===== config.mk =====
export PLATFORM = sky130hd
export DESIGN_NAME = psd_top
export DESIGN_NICKNAME = d
export VERILOG_FILES = /design/src/psd_cnt.v /design/src/psd_sync.v /design/src/psd_top.v
export VERILOG_INCLUDE_DIRS = /design/src
export SDC_FILE = /design/constraint.sdc
export NUM_CORES = 1
export LEC_CHECK = 0
export BUFFER_PORTS_ARGS = -buffer_cell sky130_fd_sc_hd__buf_2
export CAP_MARGIN = 30
export CORE_UTILIZATION = 51
export DETAILED_ROUTE_END_ITERATION = 10
export PLACE_DENSITY = 0.72
export SLEW_MARGIN = 20
export SYNTH_ARGS = -nofsm -noshare
export SYNTH_HDL_FRONTEND = slang
export SYNTH_SLANG_ARGS = --single-unit

===== constraint.sdc =====
create_clock -name clk -period 2.8 [get_ports clk]
set_clock_uncertainty 0.15 [all_clocks]
set_input_delay 0.56 -clock clk [delete_from_list [all_inputs] [get_ports clk]]
set_output_delay 0.56 -clock clk [all_outputs]
set_load 0.05 [all_outputs]

===== src/psd_defs.vh =====
/*
  Constants for the serial-programmed divider and phase detector block:
  APB offsets, field positions, reset values and divider moduli.
  Assumes inclusion by bare name from every design file that needs it.
*/
`ifndef PSD_DEFS_VH
`define PSD_DEFS_VH

// APB byte offsets
`define PSD_OFF_CTRL        12'h000
`define PSD_OFF_REF         12'h004
`define PSD_OFF_MAIN        12'h008
`define PSD_OFF_STATUS      12'h00C

// Serial word layout, control bit shifted last
`define PSD_SR_W            19
`define PSD_CTL_BIT         0
`define PSD_SW_BIT          1
`define PSD_R_LSB           2
`define PSD_R_MSB           15
`define PSD_A_LSB           1
`define PSD_A_MSB           7
`define PSD_N_LSB           8
`define PSD_N_MSB           18

// Field widths
`define PSD_R_W             14
`define PSD_N_W             11
`define PSD_A_W             7
`define PSD_P_W             7

// Latch reset values (smallest legal ratios)
`define PSD_R_RST           14'h0008
`define PSD_N_RST           11'h010
`define PSD_A_RST           7'h00
`define PSD_SW_RST          1'b0

// Prescaler moduli
`define PSD_P_LOW           7'h20
`define PSD_P_HIGH          7'h40

// Lowest legal ratios
`define PSD_R_MIN           14'h0008
`define PSD_N_MIN           11'h010

// Control register reset: counters running
`define PSD_CTRL_RST        1'b1

`endif


===== src/psd_cnt.v =====
/*
  Reloading down counter: counts enable pulses, pulses tc on the last
  count of each period and reloads load_val at that moment.
  Assumes load_val is at least 1; a new value takes effect at next reload.
*/
`timescale 1ns/1ps
module psd_cnt #(
  parameter W = 14
) (
  input  wire         clk,
  input  wire         srst,
  input  wire         en,
  input  wire [W-1:0] load_val,
  output wire         tc
);
  reg [W-1:0] cnt_ff;
  reg [W-1:0] nxt_cnt;

  assign tc = en & (cnt_ff <= {{(W-1){1'b0}}, 1'b1});

  always @* begin
    nxt_cnt = cnt_ff;
    if (tc)
      nxt_cnt = load_val;
    else if (en)
      nxt_cnt = cnt_ff - {{(W-1){1'b0}}, 1'b1};
  end

  // Starting at one makes the first enable pulse reload the programmed value
  always @(posedge clk) begin
    if (srst)
      cnt_ff <= {{(W-1){1'b0}}, 1'b1};
    else
      cnt_ff <= nxt_cnt;
  end
endmodule


===== src/psd_sync.v =====
/*
  Two-flop synchroniser with rising-edge detect for a group of pins.
  Assumes inputs are asynchronous to clk; rise is a one-cycle pulse.
*/
`timescale 1ns/1ps
module psd_sync #(
  parameter W = 1
) (
  input  wire         clk,
  input  wire         srst,
  input  wire [W-1:0] async_in,
  output wire [W-1:0] level,
  output wire [W-1:0] rise
);
  reg [W-1:0] meta_ff;
  reg [W-1:0] sync_ff;
  reg [W-1:0] prev_ff;

  always @(posedge clk) begin
    if (srst) begin
      meta_ff <= {W{1'b0}};
      sync_ff <= {W{1'b0}};
      prev_ff <= {W{1'b0}};
    end else begin
      meta_ff <= async_in;
      sync_ff <= meta_ff;
      prev_ff <= sync_ff;
    end
  end

  assign level = sync_ff;
  assign rise  = sync_ff & ~prev_ff;
endmodule


===== src/psd_top.v =====
/*
  Serial-programmed pulse-swallow divider with phase/frequency detector,
  charge pump drive, lock indicator, test output and APB status access.
  Assumes all pins but the APB ones are asynchronous to clk and much slower than it; the
  oscillator and VCO inputs are already digital squares.
*/
`timescale 1ns/1ps
`include "psd_defs.vh"
module psd_top (
  input  wire        clk,
  input  wire        srst,
  input  wire        serial_clk,
  input  wire        serial_data,
  input  wire        latch_load_strobe,
  input  wire        phase_polarity_select,
  input  wire        oscillator_input,
  input  wire        vco_input,
  input  wire        psel,
  input  wire        penable,
  input  wire        pwrite,
  input  wire [11:0] paddr,
  input  wire [31:0] pwdata,
  output wire        pready,
  output wire [31:0] prdata,
  output wire        pslverr,
  output wire        phase_p_out,
  output wire        phase_r_out,
  output wire        pump_out,
  output wire        pump_oe_n,
  output wire        bypass_pump_output,
  output wire        bypass_pump_oe_n,
  output wire        lock_indicator,
  output wire        test_out,
  output wire        divided_reference,
  output wire        divided_vco
);
  localparam NPIN = 6;
  localparam PI_SCLK = 0;
  localparam PI_SDAT = 1;
  localparam PI_LOAD = 2;
  localparam PI_POL  = 3;
  localparam PI_OSC  = 4;
  localparam PI_VCO  = 5;

  wire [NPIN-1:0] pin_lvl;
  wire [NPIN-1:0] pin_rise;

  // Every pin except the APB ones crosses two flops before any logic looks at it
  psd_sync #(
    .W (NPIN)
  ) u_sync (
    .clk      (clk),
    .srst     (srst),
    .async_in ({vco_input, oscillator_input, phase_polarity_select,
                latch_load_strobe, serial_data, serial_clk}),
    .level    (pin_lvl),
    .rise     (pin_rise)
  );

  wire load_lvl = pin_lvl[PI_LOAD];
  wire pol_hi   = pin_lvl[PI_POL];

  // Serial shift register and bit counter
  reg [`PSD_SR_W-1:0] shift_ff;
  reg [4:0]           bitcnt_ff;
  reg [`PSD_SR_W-1:0] nxt_shift;
  reg [4:0]           nxt_bitcnt;

  always @* begin
    nxt_shift  = shift_ff;
    nxt_bitcnt = bitcnt_ff;
    if (pin_rise[PI_SCLK]) begin
      nxt_shift = {shift_ff[`PSD_SR_W-2:0], pin_lvl[PI_SDAT]};
      if (bitcnt_ff != 5'h1F)
        nxt_bitcnt = bitcnt_ff + 5'h01;
    end
    // Counter restarts at each load so software sees word length
    if (load_lvl)
      nxt_bitcnt = 5'h00;
  end

  always @(posedge clk) begin
    if (srst) begin
      shift_ff  <= {`PSD_SR_W{1'b0}};
      bitcnt_ff <= 5'h00;
    end else begin
      shift_ff  <= nxt_shift;
      bitcnt_ff <= nxt_bitcnt;
    end
  end

  // Latches: transparent while the strobe is high
  reg [`PSD_R_W-1:0] ref_r_ff;
  reg                ref_sw_ff;
  reg [`PSD_N_W-1:0] main_n_ff;
  reg [`PSD_A_W-1:0] main_a_ff;

  always @(posedge clk) begin
    if (srst) begin
      ref_r_ff  <= `PSD_R_RST;
      ref_sw_ff <= `PSD_SW_RST;
      main_n_ff <= `PSD_N_RST;
      main_a_ff <= `PSD_A_RST;
    end else if (load_lvl) begin
      if (shift_ff[`PSD_CTL_BIT]) begin
        ref_r_ff  <= shift_ff[`PSD_R_MSB:`PSD_R_LSB];
        ref_sw_ff <= shift_ff[`PSD_SW_BIT];
      end else begin
        main_n_ff <= shift_ff[`PSD_N_MSB:`PSD_N_LSB];
        main_a_ff <= shift_ff[`PSD_A_MSB:`PSD_A_LSB];
      end
    end
  end

  // Software control: divider run enable
  reg ctrl_run_ff;

  // Reference divider on oscillator edges
  wire ref_tc;

  psd_cnt #(
    .W (`PSD_R_W)
  ) u_ref_cnt (
    .clk      (clk),
    .srst     (srst),
    .en       (pin_rise[PI_OSC] & ctrl_run_ff),
    .load_val (ref_r_ff),
    .tc       (ref_tc)
  );

  // Pulse-swallow divider: a_cnt counts swallow periods still due,
  // each of modulus plus one, then plain periods until n_cnt ends.
  reg  [`PSD_N_W-1:0] n_cnt_ff;
  reg  [`PSD_A_W-1:0] a_cnt_ff;
  reg  [`PSD_N_W-1:0] nxt_n_cnt;
  reg  [`PSD_A_W-1:0] nxt_a_cnt;
  reg  [`PSD_P_W-1:0] pre_mod;
  wire                pre_tc;
  wire                vco_tc;

  wire [`PSD_P_W-1:0] p_base = ref_sw_ff ? `PSD_P_LOW : `PSD_P_HIGH;

  assign vco_tc = pre_tc & (n_cnt_ff <= {{(`PSD_N_W-1){1'b0}}, 1'b1});

  always @* begin
    nxt_n_cnt = n_cnt_ff;
    nxt_a_cnt = a_cnt_ff;
    if (vco_tc) begin
      nxt_n_cnt = main_n_ff;
      nxt_a_cnt = main_a_ff;
    end else if (pre_tc) begin
      nxt_n_cnt = n_cnt_ff - {{(`PSD_N_W-1){1'b0}}, 1'b1};
      if (a_cnt_ff != {`PSD_A_W{1'b0}})
        nxt_a_cnt = a_cnt_ff - {{(`PSD_A_W-1){1'b0}}, 1'b1};
    end
    // Modulus of the period the prescaler reloads for
    if (nxt_a_cnt != {`PSD_A_W{1'b0}})
      pre_mod = p_base + {{(`PSD_P_W-1){1'b0}}, 1'b1};
    else
      pre_mod = p_base;
  end

  always @(posedge clk) begin
    if (srst) begin
      n_cnt_ff <= {{(`PSD_N_W-1){1'b0}}, 1'b1};
      a_cnt_ff <= {`PSD_A_W{1'b0}};
    end else begin
      n_cnt_ff <= nxt_n_cnt;
      a_cnt_ff <= nxt_a_cnt;
    end
  end

  psd_cnt #(
    .W (`PSD_P_W)
  ) u_pre_cnt (
    .clk      (clk),
    .srst     (srst),
    .en       (pin_rise[PI_VCO] & ctrl_run_ff),
    .load_val (pre_mod),
    .tc       (pre_tc)
  );

  // Phase/frequency detector: up means divided VCO is slow
  reg up_ff;
  reg down_ff;
  reg nxt_up;
  reg nxt_down;

  always @* begin
    nxt_up   = up_ff | ref_tc;
    nxt_down = down_ff | vco_tc;
    // Both set: clear together, keeps the 2 pi range and exact duty
    if (nxt_up & nxt_down) begin
      nxt_up   = 1'b0;
      nxt_down = 1'b0;
    end
  end

  always @(posedge clk) begin
    if (srst) begin
      up_ff   <= 1'b0;
      down_ff <= 1'b0;
    end else begin
      up_ff   <= nxt_up;
      down_ff <= nxt_down;
    end
  end

  // Output stage, registered
  reg phase_p_ff;
  reg phase_r_ff;
  reg pump_ff;
  reg pump_oe_n_ff;
  reg byp_ff;
  reg byp_oe_n_ff;
  reg lock_ff;
  reg test_ff;
  reg fr_ff;
  reg fp_ff;
  reg nxt_pump;
  reg nxt_pump_oe_n;
  reg nxt_p;
  reg nxt_r;

  always @* begin
    if (pol_hi) begin
      nxt_p = ~up_ff;
      nxt_r = down_ff;
    end else begin
      nxt_p = ~down_ff;
      nxt_r = up_ff;
    end
    nxt_pump      = pol_hi ? up_ff : down_ff;
    nxt_pump_oe_n = ~(up_ff | down_ff);
  end

  always @(posedge clk) begin
    if (srst) begin
      phase_p_ff   <= 1'b1;
      phase_r_ff   <= 1'b0;
      pump_ff      <= 1'b0;
      pump_oe_n_ff <= 1'b1;
      byp_ff       <= 1'b0;
      byp_oe_n_ff  <= 1'b1;
      lock_ff      <= 1'b1;
      test_ff      <= 1'b0;
      fr_ff        <= 1'b0;
      fp_ff        <= 1'b0;
    end else begin
      phase_p_ff   <= nxt_p;
      phase_r_ff   <= nxt_r;
      pump_ff      <= nxt_pump;
      pump_oe_n_ff <= nxt_pump_oe_n;
      byp_ff       <= nxt_pump;
      byp_oe_n_ff  <= load_lvl ? nxt_pump_oe_n : 1'b1;
      lock_ff      <= ~(up_ff | down_ff);
      test_ff      <= pol_hi ? ref_tc : vco_tc;
      fr_ff        <= ref_tc;
      fp_ff        <= vco_tc;
    end
  end

  assign phase_p_out        = phase_p_ff;
  assign phase_r_out        = phase_r_ff;
  assign pump_out           = pump_ff;
  assign pump_oe_n          = pump_oe_n_ff;
  assign bypass_pump_output = byp_ff;
  assign bypass_pump_oe_n   = byp_oe_n_ff;
  assign lock_indicator     = lock_ff;
  assign test_out           = test_ff;
  assign divided_reference  = fr_ff;
  assign divided_vco        = fp_ff;

  // Programming sanity, live flags only: the device still runs with
  // bad values, software just gets to see that the host broke limits
  wire err_r = ref_r_ff < `PSD_R_MIN;
  wire err_n = main_n_ff < `PSD_N_MIN;
  wire err_a = {{(`PSD_N_W-`PSD_A_W){1'b0}}, main_a_ff} >= main_n_ff;

  // APB slave: zero wait states, read data captured in setup phase
  reg [31:0] prdata_ff;
  reg        perr_ff;
  reg [31:0] nxt_rdata;
  reg        nxt_err;

  wire setup = psel & ~penable;
  wire wr_en = psel & penable & pwrite;

  always @* begin
    nxt_rdata = 32'h0000_0000;
    nxt_err   = 1'b0;
    if (paddr == `PSD_OFF_CTRL) begin
      nxt_rdata[0] = ctrl_run_ff;
    end else if (paddr == `PSD_OFF_REF) begin
      nxt_rdata[13:0] = ref_r_ff;
      nxt_rdata[16]   = ref_sw_ff;
    end else if (paddr == `PSD_OFF_MAIN) begin
      nxt_rdata[6:0]   = main_a_ff;
      nxt_rdata[26:16] = main_n_ff;
    end else if (paddr == `PSD_OFF_STATUS) begin
      nxt_rdata[0]    = lock_ff;
      nxt_rdata[1]    = up_ff;
      nxt_rdata[2]    = down_ff;
      nxt_rdata[3]    = pol_hi;
      nxt_rdata[4]    = load_lvl;
      nxt_rdata[5]    = err_r;
      nxt_rdata[6]    = err_n;
      nxt_rdata[7]    = err_a;
      nxt_rdata[12:8] = bitcnt_ff;
    end else begin
      nxt_err = 1'b1;
    end
  end

  always @(posedge clk) begin
    if (srst) begin
      prdata_ff   <= 32'h0000_0000;
      perr_ff     <= 1'b0;
      ctrl_run_ff <= `PSD_CTRL_RST;
    end else begin
      if (setup) begin
        prdata_ff <= pwrite ? 32'h0000_0000 : nxt_rdata;
        perr_ff   <= nxt_err;
      end
      if (wr_en && paddr == `PSD_OFF_CTRL)
        ctrl_run_ff <= pwdata[0];
    end
  end

  assign pready  = 1'b1;
  assign prdata  = prdata_ff;
  assign pslverr = perr_ff & psel & penable;
endmodule


==> results <==
- The worst supply voltage drop on vdd is 473.0 µV.
- The fraction of final layout cells with drive strength greater than 1 is 15.47%.
- The share of total power dissipated in combinational logic is 9.0%.
- CTS built an H-tree with a depth of 4.
- The number of synthesis warnings is 0.
- The die is 115.4 µm wide.
- Counting distinct cell types in the post-synthesis netlist gives 60.
- Leaving out filler cells and counting taps, the final layout contains 1032.
- The first global-routing pass estimated 25960 µm of wire.
- The weighted congestion reported at the end of routability-driven placement is 0.8412.
- The flow ran to the end, and the final reports show no timing, DRC or antenna violations.
- The total number of vias is approximately 5900.
- The die covers 0.01331 mm².
- TritonCTS built the clock tree.
- The top cell types in the final layout, fill and taps aside, are 148 x dfxtp_1, 137 x nand2_1, 84 x a21oi_1.
- The analysis attributes to net switching a power of 1255 µW.
- The all-layer global routing usage is 25.46%.
- The number of iterations in the first detailed-routing pass is 6.
- The detailed-route DRC error count is 0.
- The count of state elements after synthesis is 148.
- After synthesis, flip-flops and latches occupy 45.19% of the total area.
- For this design, the CTS-stage hold fixing added 0 buffers.
- Summing every instance area after synthesis gives 0.006556 mm².
- The number of buffers on the longest clock path is 2.
- The final number of hold-violating endpoints came to 0.
- After detailed placement, the design holds a cell count of 1000.
- STA classifies the critical path endpoint as a register.
- In this run the tightest slew margin relative to its limit is 48.76%.
- For the pin with the worst max-slew slack, the measured transition is around 0.77 ns.
- The number of global-route vias before repair came to 5388.
- The analysis attributes to cell leakage a power of around 0.0029 µW.
- Detailed placement finished with a half-perimeter wire length of about 11000 µm.
- The register share of total power is 45.1%.
- The count of input and output buffers is between 50 and 60.
- The required arrival time at the worst endpoint is 2.94 ns.
- After floorplanning, the core was divided into 41 placement rows.
- The latest clock arrival within the worst-skew pair is around 0.43 ns.
- The count of clock tree sinks is 148.
- The switching power share of the total is 26.05%.
- For this run, the top clock speed supported by timing is 384.4 MHz.
- The endpoint arrival time on the critical path is between 2 and 3 ns.
- The shortest clock period the worst path allows after layout is 2.601 ns.
- The class of the most critical hold timing path is in -> reg.
- The number of antenna diodes is 0.
- The total negative slack for setup checks is 0 ns.
- Synthesis produced a netlist whose cell count is 799.
- The violation count after the first detailed-routing iteration is approximately 460.
- The tree is rooted in a clkbuf_16.
- The largest net degree at the start of global routing is 65.
- The number of antenna violations at the first check in global routing is 0.
- In this run, synthesis inferred 0 flip-flops with an integrated enable.
- The most frequently used flop master after synthesis is dfxtp_1.
- The worst setup path is launched from a register.
- The initial cell density of the core is between 50% and 60%.
- The count of boundary I/O pins is roughly 100.
- The number of nets with antenna violations after detailed routing is 0.
- The number of clock buffers added by TritonCTS is 17.
- The aggregate global routing overflow is 0.
- The via density per instance is roughly 5.7.
- The share of synthesized registers carrying an async set or reset is 0%.
- The number of nets in the layout is 918.
- The cell area reported after detailed placement is 0.007019 mm².
- After floorplanning, the core was sized to cover 0.01257 mm².
- Buffers added to address setup during post-CTS repair amount to 0.
- Setup repair after global routing left no endpoint under its margin.
- The library cell used most frequently in the layout, excluding fill and tap cells, is dfxtp_1.
- From bottom edge to top edge, the die measures 115.4 µm.
- The highest net fanout along the worst path is 15.
- Relative to the synthesized area, the layout overhead comes to 16.03%.
- With fillers left out, the area of the finished cells amounts to between 0.007 and 0.008 mm².
- Internal power comes to 3564 µW.
- Setup violations remaining at the end of the flow were counted as 0.
- The power per unit of standard cell area is 633.5 mW/mm².
- The final max-slew violation count was 0.
- The per-cell routed wire length is 15.57 µm.
- The total of max-cap violations is 0.
- The clock input transition at the sequential cells of the worst setup and hold paths is 0.06 ns.
- The clock group share of total power is 45.9%.
- Of the available clock period, the critical path in the final layout requires roughly 93%.
- The detailed-route wire length is 16070 µm.
- The synthesized area per cell is 8.206 µm².
- The total of fill cells in the finished design is 1067.
- The category of the critical setup timing path is reg -> reg.
[path summary, 6_finish.rpt]
kind	slack, ns	start	endpoint	cells after the start
max	0.20	u_pre_cnt.cnt_ff[2]	u_pre_cnt.cnt_ff[0]	6
min	0.18	pwdata[0]	ctrl_run_ff	2
max reg2reg	0.20	u_pre_cnt.cnt_ff[2]	u_pre_cnt.cnt_ff[0]	6
min reg2reg	0.29	u_sync.meta_ff[4]	u_sync.level[4]	1
[flip-flops by register name (all words and copies together), names as in the netlist, 3 cells and up]
register and count:
main_a_ff 7, ref_r_ff 14, u_sync.prev_ff 3, u_sync.meta_ff 6, n_cnt_ff 11, main_n_ff 11, u_sync.level 6, prdata 25
u_ref_cnt.cnt_ff 14, a_cnt_ff 7, bitcnt_ff 5, shift_ff 19, u_pre_cnt.cnt_ff 7
[layer usage]
| metal | wire, µm | up-vias | global-route usage (%) |
|---|---|---|---|
| met4 | 504 | 0 | 13.94 |
| li1 | - | 2880 | - |
| met1 | 7107 | 2758 | 33.03 |
| met3 | 839 | 45 | 5.271 |
| met5 | 0 | - | 0 |
| met2 | 7613 | 187 | 39.64 |
[through the flow]
stage                     power, µW  util (%)  hold slack, ns  setup WS [ns]
after CTS                      4842     60.48          0.1688         0.1395
after floorplan                2539         -          0.2638         0.1522
after global routing           4989     60.53          0.1805        0.04621
after detailed placement       2646     55.85          0.2720         0.1691
final                          4819     60.53          0.1782         0.1986
after global placement         2634     55.85          0.2666        0.08858
[worst max-delay path, cell delays in order (launching register included)]
cell	delay [ns]
dfxtp_1	0.33
or4_4	0.57
or4_4	0.56
o21ai_0	0.28
nand4_1	0.17
o31ai_1	0.25
a41oi_1	0.14
[timing repair]
| action | CTS | global route |
|---|---|---|
| setup endpoints to repair | 0 | 1 |
| hold endpoints to repair | 0 | 0 |
| resized for setup | 0 | 2 |
[synth_stat cells, types with 4 or more instances]
cell type	n	share of area, %
nand4_1	5	0.48
a21oi_1	84	6.4
nor3_1	26	2.0
a22o_1	9	1.2
mux2i_1	6	0.92
nor2b_1	22	2.1
o31ai_1	5	0.57
a22oi_1	22	2.5
a31oi_1	4	0.38
or3_1	6	0.57
dfxtp_1	148	45
a222oi_1	5	0.76
xor2_1	4	0.53
nor2_1	79	4.5
nand3_1	6	0.46
a211oi_1	6	0.69
a21o_1	5	0.57
nand3b_1	4	0.46
o21ai_0	26	2.0
or4_1	5	0.57
buf_4	10	1.1
nor4_1	16	1.5
inv_1	25	1.4
nand2b_1	8	0.76
ha_1	16	3.1
nand2_1	137	7.8
xnor2_1	5	0.67
a2bb2oi_1	4	0.53
clkbuf_1	44	2.5
mux2_2	5	0.86
[kinds of logic (layout without fill, tap and decap cells)]
kind of cell,after synthesis,count (layout),synth area share (%)
xor+xnor,9,9,1.202
buf+inv,84,139,5.649
flops,148,148,45.19
compound gates,197,197,19.05
fa+ha+maj,16,16,3.053
simple gates,332,332,23.97
mux,11,11,1.775
other cells,2,8,0.1145
[power groups by stage]
stage / clock network (µW) / registers, µW / logic (µW)
final: 2210 / 2170 / 432
after global routing: 2340 / 2180 / 476
after CTS: 2240 / 2170 / 429
after detailed placement: 0 / 2220 / 427
after global placement: 0 / 2220 / 417
after floorplan: 0 / 2230 / 314
[area by class of cell]
class | count | area, µm² | area share [%]
Multi-Input combinational cell | 573 | 3258 | 42.83
Sequential cell | 148 | 2963 | 38.95
Timing Repair Buffer | 82 | 495.5 | 6.513
Clock buffer | 18 | 439.2 | 5.773
Tap cell | 172 | 215.2 | 2.829
Clock inverter | 14 | 142.6 | 1.875
Inverter | 25 | 93.84 | 1.234
Note: power is estimated with default switching activity, not from simulation.
